File: src/stl_defines.svh
// Constants for the link-tunnel block: mode codes, frame timing, buffer sizes, idle levels.
// Included by the package, the block, the checker and the bench; the guard makes repeat inclusion in one unit harmless.
`ifndef STL_DEFINES_SVH
`define STL_DEFINES_SVH

// Mode codes of the fast control channel mode field.
`define STL_MODE_FWD 3'h6
`define STL_MODE_REV 3'h7

// Back channel frame period at the slowest rate, in nanoseconds, and the clock period.
`define STL_BC_FRAME_NS 7500
`define STL_CLK_NS 40
// Cycles per back channel frame, a period that is never exceeded, so it rounds down.
`define STL_BC_FRAME_CYC (`STL_BC_FRAME_NS / `STL_CLK_NS)
`define STL_FRAME_W 10

// Sample buffer depth and the width of its fill counter.
`define STL_BUF_DEPTH 8
`define STL_CNT_W 4
`define STL_CNT_ONE 4'h1
`define STL_CNT_ZERO 4'h0

// Clock cycles per half period of the rebuilt reverse SPI clock.
`define STL_HALF_CYC 3'h2
`define STL_TMR_W 3
`define STL_TMR_ONE 3'h1

// Idle levels of the rebuilt SPI pins: select high, clock and data low.
`define STL_IDLE_SS_N 1'h1
`define STL_IDLE_SCLK 1'h0
`define STL_IDLE_MOSI 1'h0

`endif

File: src/stl_pkg.sv
// Types shared by the link-tunnel block: pin groups, frame fields, state.
// Assumes the defines header is available on the include path.
`include "stl_defines.svh"

package stl_pkg;

  // One set of SPI master signals, or their slot in a forward frame.
  typedef struct packed {
    logic sclk;  // SPI clock level.
    logic mosi;  // Master out, slave in.
    logic ss_n;  // Slave select, active low.
  } stl_spi_s;

  // One back channel frame of SPI content, marked by a toggle.
  typedef struct packed {
    logic toggle;    // Flips once per new frame.
    logic ss_n;      // Slave select state carried in every frame.
    logic has_data;  // A data sample is present.
    logic data;      // The data sample itself.
  } stl_bframe_s;

  // Reverse regeneration sequencer, one-hot.
  typedef enum logic [2:0] {
    STL_IDLE = 3'h1,
    STL_DATA = 3'h2,
    STL_HIGH = 3'h4
  } stl_regen_e;

  // All state of the block.
  typedef struct packed {
    stl_spi_s fwd_m1, fwd_m2;         // Master pins at serializer, synchroniser.
    stl_spi_s fwd_f1, fwd_f2;         // Forward frame at deserializer, synchroniser.
    stl_spi_s fwd_frame;              // Forward frame bits sent out.
    stl_spi_s fwd_regen;              // Rebuilt forward SPI pins.
    logic fwd_clk_dly;                // Forward clock delayed by one cycle.
    stl_spi_s rev_m1, rev_m2;         // Master pins at deserializer, synchroniser.
    logic rev_sclk_prev;              // Last synced reverse clock for edge detect.
    logic [`STL_BUF_DEPTH-1:0] tx_buf;  // Captured samples awaiting the back channel.
    logic [`STL_CNT_W-1:0] tx_cnt;    // Fill of tx_buf.
    logic [`STL_FRAME_W-1:0] frame_tmr;  // Back channel frame timer.
    stl_bframe_s bframe;              // Back channel frame sent out.
    stl_bframe_s bf1, bf2;            // Received back channel frame synchroniser.
    logic bf_toggle_prev;             // Last taken toggle.
    logic [`STL_BUF_DEPTH-1:0] rx_buf;  // Received samples awaiting regeneration.
    logic [`STL_CNT_W-1:0] rx_cnt;    // Fill of rx_buf.
    stl_regen_e regen_st;             // Reverse sequencer state.
    logic [`STL_TMR_W-1:0] regen_tmr;  // Half-period timer.
    stl_spi_s rev_regen;              // Rebuilt reverse SPI pins.
  } stl_state_s;

endpackage : stl_pkg

File: src/stl_spi_link_tunnel.sv
// SPI tunnel over the secondary lane: forward and reverse paths of both link ends.
// Assumes mode is set by the controller after lock, and that link-side inputs are
// asynchronous to clk; every one of them passes two flip-flops before use.
//
// Contract
// - Serializer oversamples master pins into forward frame.
// - Deserializer rebuilds pins, holds data while clock high.
// - Rebuilt forward clock lags data by one cycle.
// - Reverse select and clock synchronised before use.
// - Capture data on active clock edge, buffer it.
// - Every back frame carries slave select state.
// - At most one data sample per back frame.
// - Serializer rebuilds buffered reverse data in bursts.
// - Tunnel reaches only external devices, never registers.
`timescale 1ns/100ps
`include "stl_defines.svh"

module stl_spi_link_tunnel
  import stl_pkg::*;
#(
  parameter logic [`STL_FRAME_W-1:0] BC_FRAME_CYC = `STL_FRAME_W'(`STL_BC_FRAME_CYC)
)
(
  input wire logic clk,
  input wire logic srst,
  input wire logic [2:0] fast_ctrl_channel_mode,  // Channel mode selecting the tunnel.
  input wire stl_spi_s fwd_master_in,      // SPI master at the serializer.
  output stl_spi_s fwd_frame_out,          // SPI bits placed in the forward frame.
  input wire stl_spi_s fwd_frame_in,       // SPI bits taken from the forward frame.
  output stl_spi_s fwd_regen_out,          // Rebuilt pins toward the slave, deserializer.
  input wire stl_spi_s rev_master_in,      // SPI master at the deserializer.
  output stl_bframe_s bframe_out,          // Back channel SPI content sent.
  input wire stl_bframe_s bframe_in,       // Back channel SPI content received.
  output stl_spi_s rev_regen_out           // Rebuilt pins toward the slave, serializer.
);

  // Idle level of a rebuilt pin group.
  localparam stl_spi_s IDLE_PINS = '{sclk: `STL_IDLE_SCLK, mosi: `STL_IDLE_MOSI,
                                     ss_n: `STL_IDLE_SS_N};

  stl_state_s st_reg;   // Registered state.
  stl_state_s st_next;  // Next state.
  logic fwd_on;         // Forward tunnelling selected.
  logic rev_on;         // Reverse tunnelling selected.
  logic cap_edge;       // Active reverse clock edge seen this cycle.
  logic frame_end;      // Back channel frame boundary this cycle.
  logic bf_new;         // A new back channel frame was received.
  logic rx_pop;         // Regenerator takes a sample this cycle.
  logic tx_pop;         // Frame sender takes a sample this cycle.

  // Removes the oldest bit of a buffer by shifting toward bit zero.
  function automatic logic [`STL_BUF_DEPTH-1:0] buf_shift(
    input logic [`STL_BUF_DEPTH-1:0] b
  );
    buf_shift = {1'b0, b[`STL_BUF_DEPTH-1:1]};
  endfunction : buf_shift

  // Writes a bit at a fill position after an optional pop, and returns the new buffer.
  function automatic logic [`STL_BUF_DEPTH-1:0] buf_update(
    input logic [`STL_BUF_DEPTH-1:0] b,
    input logic [`STL_CNT_W-1:0] cnt,
    input logic pop,
    input logic push,
    input logic bit_in
  );
    logic [`STL_BUF_DEPTH-1:0] r;
    logic [`STL_CNT_W-1:0] pos;
    r = pop ? buf_shift(b) : b;
    pos = pop ? cnt - `STL_CNT_ONE : cnt;
    if (push && (pos < `STL_CNT_W'(`STL_BUF_DEPTH)))
    begin
      r[pos[`STL_CNT_W-2:0]] = bit_in;
    end
    buf_update = r;
  endfunction : buf_update

  // Fill count after an optional pop and an optional push; a full buffer drops the push.
  function automatic logic [`STL_CNT_W-1:0] cnt_update(
    input logic [`STL_CNT_W-1:0] cnt,
    input logic pop,
    input logic push
  );
    logic [`STL_CNT_W-1:0] c;
    c = pop ? cnt - `STL_CNT_ONE : cnt;
    if (push && (c < `STL_CNT_W'(`STL_BUF_DEPTH)))
    begin
      c = c + `STL_CNT_ONE;
    end
    cnt_update = c;
  endfunction : cnt_update

  // Mode decode and the events that drive the buffers.
  assign fwd_on = (fast_ctrl_channel_mode == `STL_MODE_FWD);
  assign rev_on = (fast_ctrl_channel_mode == `STL_MODE_REV);
  assign cap_edge = rev_on && st_reg.rev_m2.sclk && !st_reg.rev_sclk_prev;
  assign frame_end = (st_reg.frame_tmr == '0);
  assign tx_pop = rev_on && frame_end && (st_reg.tx_cnt != `STL_CNT_ZERO);
  assign bf_new = rev_on && (st_reg.bf2.toggle != st_reg.bf_toggle_prev);
  assign rx_pop = (st_reg.regen_st == STL_IDLE) && (st_reg.rx_cnt != `STL_CNT_ZERO);

  // Next-state logic for both directions. The tunnel only moves pin levels between
  // external parts; nothing here reaches a local register.
  always_comb
  begin
    st_next = st_reg;
    // Two-stage synchronisers; the first stage feeds only the second.
    st_next.fwd_m1 = fwd_master_in;
    st_next.fwd_m2 = st_reg.fwd_m1;
    st_next.fwd_f1 = fwd_frame_in;
    st_next.fwd_f2 = st_reg.fwd_f1;
    st_next.rev_m1 = rev_master_in;
    st_next.rev_m2 = st_reg.rev_m1;
    st_next.bf1 = bframe_in;
    st_next.bf2 = st_reg.bf1;
    st_next.rev_sclk_prev = st_reg.rev_m2.sclk;

    // Forward path, serializer end: each sampled pin gets its own frame bit.
    if (fwd_on)
    begin
      st_next.fwd_frame = st_reg.fwd_m2;
    end
    else
    begin
      st_next.fwd_frame = IDLE_PINS;
    end

    // Forward path, deserializer end: clock lags data by one cycle, data held while high.
    if (fwd_on)
    begin
      st_next.fwd_clk_dly = st_reg.fwd_f2.sclk;
      st_next.fwd_regen.sclk = st_reg.fwd_clk_dly;
      st_next.fwd_regen.ss_n = st_reg.fwd_f2.ss_n;
      if (!st_reg.fwd_regen.sclk)
      begin
        st_next.fwd_regen.mosi = st_reg.fwd_f2.mosi;
      end
    end
    else
    begin
      st_next.fwd_clk_dly = `STL_IDLE_SCLK;
      st_next.fwd_regen = IDLE_PINS;
    end

    // Reverse path, deserializer end: capture on rising clock edge into the buffer.
    st_next.tx_buf = buf_update(st_reg.tx_buf, st_reg.tx_cnt, tx_pop, cap_edge,
                                st_reg.rev_m2.mosi);
    st_next.tx_cnt = cnt_update(st_reg.tx_cnt, tx_pop, cap_edge);

    // Frame timer and sender: one frame per period, at most one sample in it.
    if (!rev_on || frame_end)
    begin
      st_next.frame_tmr = BC_FRAME_CYC - `STL_FRAME_W'(1);
    end
    else
    begin
      st_next.frame_tmr = st_reg.frame_tmr - `STL_FRAME_W'(1);
    end
    if (rev_on && frame_end)
    begin
      st_next.bframe.toggle = !st_reg.bframe.toggle;
      st_next.bframe.ss_n = st_reg.rev_m2.ss_n;
      st_next.bframe.has_data = tx_pop;
      st_next.bframe.data = tx_pop ? st_reg.tx_buf[0] : 1'b0;
    end
    else if (!rev_on)
    begin
      st_next.bframe.ss_n = `STL_IDLE_SS_N;
      st_next.bframe.has_data = 1'b0;
      st_next.bframe.data = 1'b0;
    end

    // Reverse path, serializer end: take each new frame. An asserting select applies at
    // once, so it may show before the data of a later frame. A releasing select waits
    // until every bit already received has been clocked out, so no bit loses it.
    if (bf_new)
    begin
      st_next.bf_toggle_prev = st_reg.bf2.toggle;
      if (!st_reg.bf2.ss_n)
      begin
        st_next.rev_regen.ss_n = st_reg.bf2.ss_n;
      end
    end
    else if (st_reg.bf2.ss_n && (st_reg.rx_cnt == `STL_CNT_ZERO) &&
             (st_reg.regen_st == STL_IDLE))
    begin
      // Buffer drained and sequencer idle: the release may now show.
      st_next.rev_regen.ss_n = st_reg.bf2.ss_n;
    end
    st_next.rx_buf = buf_update(st_reg.rx_buf, st_reg.rx_cnt, rx_pop,
                                bf_new && st_reg.bf2.has_data, st_reg.bf2.data);
    st_next.rx_cnt = cnt_update(st_reg.rx_cnt, rx_pop, bf_new && st_reg.bf2.has_data);

    // Regeneration sequencer: data out, then a clock pulse; runs back to back in bursts.
    unique case (st_reg.regen_st)
      STL_IDLE:
      begin
        if (rx_pop)
        begin
          st_next.rev_regen.mosi = st_reg.rx_buf[0];
          st_next.regen_tmr = `STL_HALF_CYC;
          st_next.regen_st = STL_DATA;
        end
      end
      STL_DATA:
      begin
        // Data has settled for a half period; raise the clock.
        if (st_reg.regen_tmr == `STL_TMR_ONE)
        begin
          st_next.rev_regen.sclk = 1'b1;
          st_next.regen_tmr = `STL_HALF_CYC;
          st_next.regen_st = STL_HIGH;
        end
        else
        begin
          st_next.regen_tmr = st_reg.regen_tmr - `STL_TMR_ONE;
        end
      end
      STL_HIGH:
      begin
        // Clock high for a half period; data is held, then the clock falls.
        if (st_reg.regen_tmr == `STL_TMR_ONE)
        begin
          st_next.rev_regen.sclk = 1'b0;
          st_next.regen_st = STL_IDLE;
        end
        else
        begin
          st_next.regen_tmr = st_reg.regen_tmr - `STL_TMR_ONE;
        end
      end
    endcase

    // Leaving reverse mode flushes everything and parks the pins.
    if (!rev_on)
    begin
      st_next.tx_cnt = `STL_CNT_ZERO;
      st_next.rx_cnt = `STL_CNT_ZERO;
      st_next.regen_st = STL_IDLE;
      st_next.rev_regen = IDLE_PINS;
      st_next.bf_toggle_prev = st_reg.bf2.toggle;
    end
  end

  // State register with synchronous reset to idle pin levels.
  always_ff @(posedge clk)
  begin
    if (srst)
    begin
      st_reg <= '0;
      // Synchronisers start at idle pin levels, so no false select follows reset.
      st_reg.fwd_m1 <= IDLE_PINS;
      st_reg.fwd_m2 <= IDLE_PINS;
      st_reg.fwd_f1 <= IDLE_PINS;
      st_reg.fwd_f2 <= IDLE_PINS;
      st_reg.rev_m1 <= IDLE_PINS;
      st_reg.rev_m2 <= IDLE_PINS;
      st_reg.bf1.ss_n <= `STL_IDLE_SS_N;
      st_reg.bf2.ss_n <= `STL_IDLE_SS_N;
      st_reg.fwd_frame <= IDLE_PINS;
      st_reg.fwd_regen <= IDLE_PINS;
      st_reg.rev_regen <= IDLE_PINS;
      st_reg.bframe.ss_n <= `STL_IDLE_SS_N;
      st_reg.regen_st <= STL_IDLE;
    end
    else
    begin
      st_reg <= st_next;
    end
  end

  // Outputs come straight from state flip-flops.
  assign fwd_frame_out = st_reg.fwd_frame;
  assign fwd_regen_out = st_reg.fwd_regen;
  assign bframe_out = st_reg.bframe;
  assign rev_regen_out = st_reg.rev_regen;

endmodule : stl_spi_link_tunnel

File: config.mk
export PLATFORM = sky130hd
export DESIGN_NAME = stl_spi_link_tunnel
export DESIGN_NICKNAME = d
export VERILOG_FILES = /design/src/stl_pkg.sv /design/src/stl_spi_link_tunnel.sv
export VERILOG_INCLUDE_DIRS = /design/src
export SDC_FILE = /design/constraint.sdc
export NUM_CORES = 1
export LEC_CHECK = 0
export BUFFER_PORTS_ARGS = -buffer_cell sky130_fd_sc_hd__buf_2
export CORE_UTILIZATION = 53
export DETAILED_ROUTE_END_ITERATION = 12
export GPL_TIMING_DRIVEN = 1
export PLACE_DENSITY = 0.8
export SLEW_MARGIN = 20
export SYNTH_ARGS = -nofsm -noshare
export SYNTH_HDL_FRONTEND = slang
export SYNTH_SLANG_ARGS = --single-unit
File: constraint.sdc
create_clock -name clk -period 2.6 [get_ports clk]
set_input_delay 0.13 -clock clk [delete_from_list [all_inputs] [get_ports clk]]
set_output_delay 0.13 -clock clk [all_outputs]
set_load 0.03 [all_outputs]
# Word level (Yosys, flattened, before mapping)
# Cells that the tools add are included.
dict set report totals {
  register_bits 82
  input_bits 18
  out_inout_bits 13
  wordCells 141
}
dict set report classes {
  addsub 6
  order_cmp 6
  n_eq_ne 14
  n_mux 32
  n_bitwise 2
  reduce_logical 31
}
# operator count
set ops {}
lappend ops {{$mux W8} 5}
lappend ops {{$mux W3} 6}
lappend ops {{$pmux W6 S3} 1}
lappend ops {{$bwmux W8} 2}
lappend ops {{$mux W4} 4}
lappend ops {{$logic_and A1 B1 Y1} 13}
lappend ops {{$logic_not A10 Y1} 1}
lappend ops {{$mux W1} 10}
lappend ops {{$ne A2 B2 Y1 const B} 5}
lappend ops {{$sub A10 B1 Y10 const B} 1}
lappend ops {{$eq A3 B3 Y1 const B} 3}
lappend ops {{$add A4 B1 Y4 const B} 2}
lappend ops {{$lt A3 B4 Y1 const B} 2}
lappend ops {{$lt A4 B4 Y1 const B} 2}
lappend ops {{$reduce_bool A4 Y1} 2}
lappend ops {{$sub A4 B1 Y4 const B} 2}
lappend ops {{$demux W1 S3} 2}
lappend ops {{$eq A3 B1 Y1 const B} 2}
lappend ops {{$ge A3 B1 Y1 const B} 2}
lappend ops {{$mux W6} 1}
lappend ops {{$reduce_and A2 Y1} 3}
lappend ops {{$reduce_and A3 Y1} 2}
lappend ops {{$reduce_or A2 Y1} 3}
lappend ops {{$logic_not A4 Y1} 1}
lappend ops {{9 further kinds} 14}

# Longest topological paths before layout
dict set report logic_depth {
  depth_word 10
  ltp_mapped 11
  depth_no_buf 10
}

# Worst setup path after synthesis
# No wires, ideal clock.
dict set report synth_timing {
  kind {flip-flop to flip-flop}
  startpoint {register st_reg[34] (netlist bit)}
  endpoint {register st_reg[49] (netlist bit)}
  setup_ns 0.121
  arrival_ns 2.441
  setup_slack_ns 0.038
  stages_incl_launch_ff 11
  n_path_buf 2
  period_less_slack_ns 2.562
  cell_sequence {dfxtp_1 -> inv_1 -> ha_1 -> or4b_4 -> buf_6 -> or3_4 -> buf_6 -> nor4_1 -> o21ai_0 -> nor2_1 -> mux2_2}
}
dict set report synth_between {
  elab_chain_cells 10
}
# item line
set synth_rtl {}
lappend synth_rtl {{from (decl)} stl_spi_link_tunnel.sv:41} ;# stl_state_s st_reg;
lappend synth_rtl {{from (signal assigned)} stl_spi_link_tunnel.sv:267} ;# st_reg <= st_next;
lappend synth_rtl {{$logic_not A10 Y1 (*)} stl_spi_link_tunnel.sv:96} ;# assign frame_end = (st_reg.frame_tmr == '0);
lappend synth_rtl {{$logic_and A1 B1 Y1 (*) (2 in a row)} stl_spi_link_tunnel.sv:97} ;# assign tx_pop = rev_on && frame_end && (st_reg.tx_cnt != `STL_CNT_ZERO);
lappend synth_rtl {{$mux W4} stl_spi_link_tunnel.sv:69} ;# pos = pop ? cnt - `STL_CNT_ONE : cnt;
lappend synth_rtl {{$lt A3 B4 Y1 / $ge A3 B1 Y1 (equally long branches)} stl_spi_link_tunnel.sv:72} ;# r[pos[`STL_CNT_W-2:0]] = bit_in;
lappend synth_rtl {{$logic_and A1 B1 Y1} stl_spi_link_tunnel.sv:72}
lappend synth_rtl {{$mux W1} stl_spi_link_tunnel.sv:72}
lappend synth_rtl {{$demux W1 S3} stl_spi_link_tunnel.sv:72}
lappend synth_rtl {{$bwmux W8} stl_spi_link_tunnel.sv:72}
lappend synth_rtl {{$mux W8 (*)} stl_spi_link_tunnel.sv:70} ;# if (push && (pos < `STL_CNT_W'(`STL_BUF_DEPTH)))
# Every way passes the cells marked *; elsewhere a longest branch is shown, timed or not.
# A chain may end at the register's enable or synchronous reset.

# Worst setup path in the final report
# Same ends and word-level chain as after synthesis.

==> impl_metrics.tcl <==
set metrics [dict create \
    status "complete, but fails checks" \
    violations "DRC" \
    cp.arrival_ns 2.84 \
    slowest_delay_ns 0.48 \
    nets 455 \
    clkSinkCount 82 \
    synth_cells 396 \
    core_area_um2 6490 \
    postSynthAreaPerCell_um2 9.19 \
    root_buffer "clkbuf_8" \
    critPathTopFamily "simple AND/OR/NAND/NOR gates" \
    fin_crit_sh 0.994 \
    vias 2747 \
    pin_count 31 \
    num_antenna_cells 0 \
    area_growth_syn_to_layout_pct 13.2 \
    place_ws_ns 0.0766 \
    finalWirelength_um 6850 \
    grt_max_degree 32 \
    clock_path_buffers 2 \
    ys.flop_type "dfxtp_1" \
    grt_pass1_vias 2567 \
    drt_iter0_markers 142 \
    fp.dieH_um 84.9 \
    worst_pin_slew_ns 0.561 \
    max_freq_mhz 387 \
    grt_pass1_wl_um 11500 \
    via_per_inst 5.35 \
    critPathKind "reg2reg" \
    gp_congestion 0.905 \
    startpoint_type "flop" \
    clk_pin_slew_ns 0.09 \
    synth_top_area_share 0.451 \
    ys_top_cells_by_count "82 x dfxtp_1, 36 x nand2_1, 36 x nor2_1" \
    place_inst 483 \
    yosysWarnings 0 \
    fin_cells 513 \
    synth-seq-cells 82 \
    dr.pass1.iters 9 \
    hold_slack_ns 0.0363 \
    grtUsageTotal 0.203 \
    p_sw_mw 0.612 \
    slew_headroom 0.625 \
    hold_violations 0 \
    largest_reg_flops 55 \
    yosysSeqAreaShare 0.451 \
    dieWidth_um 84.9 \
    fin_crit_ns 2.59 \
    dieArea_um2 7200 \
    endpoint_kind "flop" \
    synth.area.top_cells "dfxtp_1 45%, nor2b_1 4.5%, mux2_2 4.0%" \
    crit_chain "inv_1 -> ha_1 -> or4b_4 -> or3_4 -> nor4_2 -> o21ai_1 -> nor2_1 -> mux2_2" \
    clock_skew_ns 0.0125 \
    drtAntennaViolNets 0 \
    drc 1 \
    path_buf_inv 1 \
    htree_levels 3 \
    max-vdd-ir-drop_mv 0.399 \
    power.share.switching 0.262 \
    rows 29 \
    postCtsSetupRepairBufs 0 \
    power-per-cell-area_nw_per_um2 567 \
    drive_above_1_share 0.218 \
    intPower_mw 1.72 \
    cts_buffers 9 \
    clockPowerShare 0.400 \
    combPwrFrac 0.046 \
    worstPathRequired_ns 2.85 \
    syn_area_um2 3640 \
    pwr-share-seq 0.554 \
    clock_latency_ns 0.37 \
    grt-ovfl-total 0 \
    critPathSlowestCell "or4b_4" \
    synth_edf_count 0 \
    leakagePower_nw 1.59 \
    dpl.hpwl_um 4570 \
    async_flop_share 0 \
    io_buffer_count 30 \
    initial_core_util 0.560 \
    hold_path_class "in2reg" \
    antenna_found_initial 0 \
    tritoncts "done" \
    yosysTopAreaCell "dfxtp_1" \
    setup_violations 0 \
    setup_ws_ns 0.0145 \
    synth_cell_type_count 56 \
    synth_nets 420 \
    drv_slew 0 \
    max-cap-violations 0 \
    synth_most_common_cell "dfxtp_1" \
    routedWlPerCell_um 13.3 \
    critPathMaxFanout 10 \
]
## per-stage QoR
| stage | setup TNS (ns) | cell area [um2] | power (mW) | utilization |
|---|---|---|---|---|
| 2_1_floorplan | 0 | 3640 | 1.38 | - |
| 3_3_place_gp | 0 | 3760 | 1.41 | 0.579 |
| 3_5_place_dp | 0 | 3760 | 1.41 | 0.579 |
| 4_1_cts | 0 | 4110 | 2.34 | 0.632 |
| 5_1_grt | -0.134 | 4120 | 2.42 | 0.634 |
| 6_report | 0 | 4120 | 2.33 | 0.634 |
## path summary, 6_finish.rpt
path                                         to                       from  slack, ns  depth (start not counted)
setup / recovery          st_reg[49]$_SDFF_PP0_      st_reg[34]$_SDFF_PP0_       0.01                          8
hold reg to reg           st_reg[24]$_SDFF_PP1_     st_next[24]$_SDFF_PP1_       0.42                          1
setup reg to reg          st_reg[49]$_SDFF_PP0_      st_reg[34]$_SDFF_PP0_       0.01                          8
hold / removal    fwd_regen_out[1]$_SDFFE_PP0N_  fast_ctrl_channel_mode[2]       0.04                          3
## placed cells by master (no fill, tap or decap), types with 3 or more instances in the layout
cell type and instances:
dlygate4sd3_1 14, nand2_1 36, buf_2 30, buf_4 10
mux2i_1 11, nand2b_1 5, a31oi_1 5, xnor2_1 10
o21ai_0 13, or2_2 8, nand3_1 8, inv_8 3
nor4_1 3, nor2b_1 26, ha_1 6, clkbuf_8 9
inv_1 10, a21oi_1 25, dfxtp_1 82, or3_1 5
mux2_2 13, xor2_1 3, a211oi_1 3, nor3_1 10
nor2_1 36, nor3b_1 7, and2_1 4
## power by group through the flow
stage	logic, mW	registers (mW)	clock network (mW)
floorplan	0.0666	1.32	0
global placement	0.0887	1.32	0
detailed placement	0.0907	1.32	0
CTS	0.107	1.29	0.944
global route	0.119	1.30	1.01
finish	0.108	1.29	0.934
## logic make-up after synthesis
family          after synthesis  share of synthesized area
simple gates                170                      0.260
flops                        82                      0.451
compound gates               60                     0.0973
buf+inv                      40                     0.0657
mux                          25                     0.0746
xor+xnor                     13                     0.0313
fa+ha+maj                     6                     0.0206
## layer usage
| metal | track usage | part of all wire |
|---|---|---|
| met3 | 0.0584 | 0.042 |
| met2 | 0.348 | 0.50 |
| met1 | 0.238 | 0.45 |
| met4 | 0.0847 | 0.014 |
| met5 | 0 | 0 |
## timing repair
| action | 4_1_cts | 5_1_grt |
|---|---|---|
| endpoints found under the hold margin | 14 | 0 |
| hold buffers | 14 | 0 |
| resized for setup | 0 | 4 |
| setup endpoints to repair | 0 | 4 |
## tightest hold or removal path: cells and delay by family
kind                   cells  cell delay, ns
buffers and inverters      1            0.11
AND/OR/NAND/NOR            2            0.12
## area by class of cell
cell class	count	area (um2)
clock buffer	9	124
clock inverter	7	83.8
fill	520	2380
inverter	10	37.5
multi-input combinational	274	1770
sequential	82	1640
tap	77	96.3
timing repair buffer	54	365
Note: power is estimated with default switching activity, not from simulation.
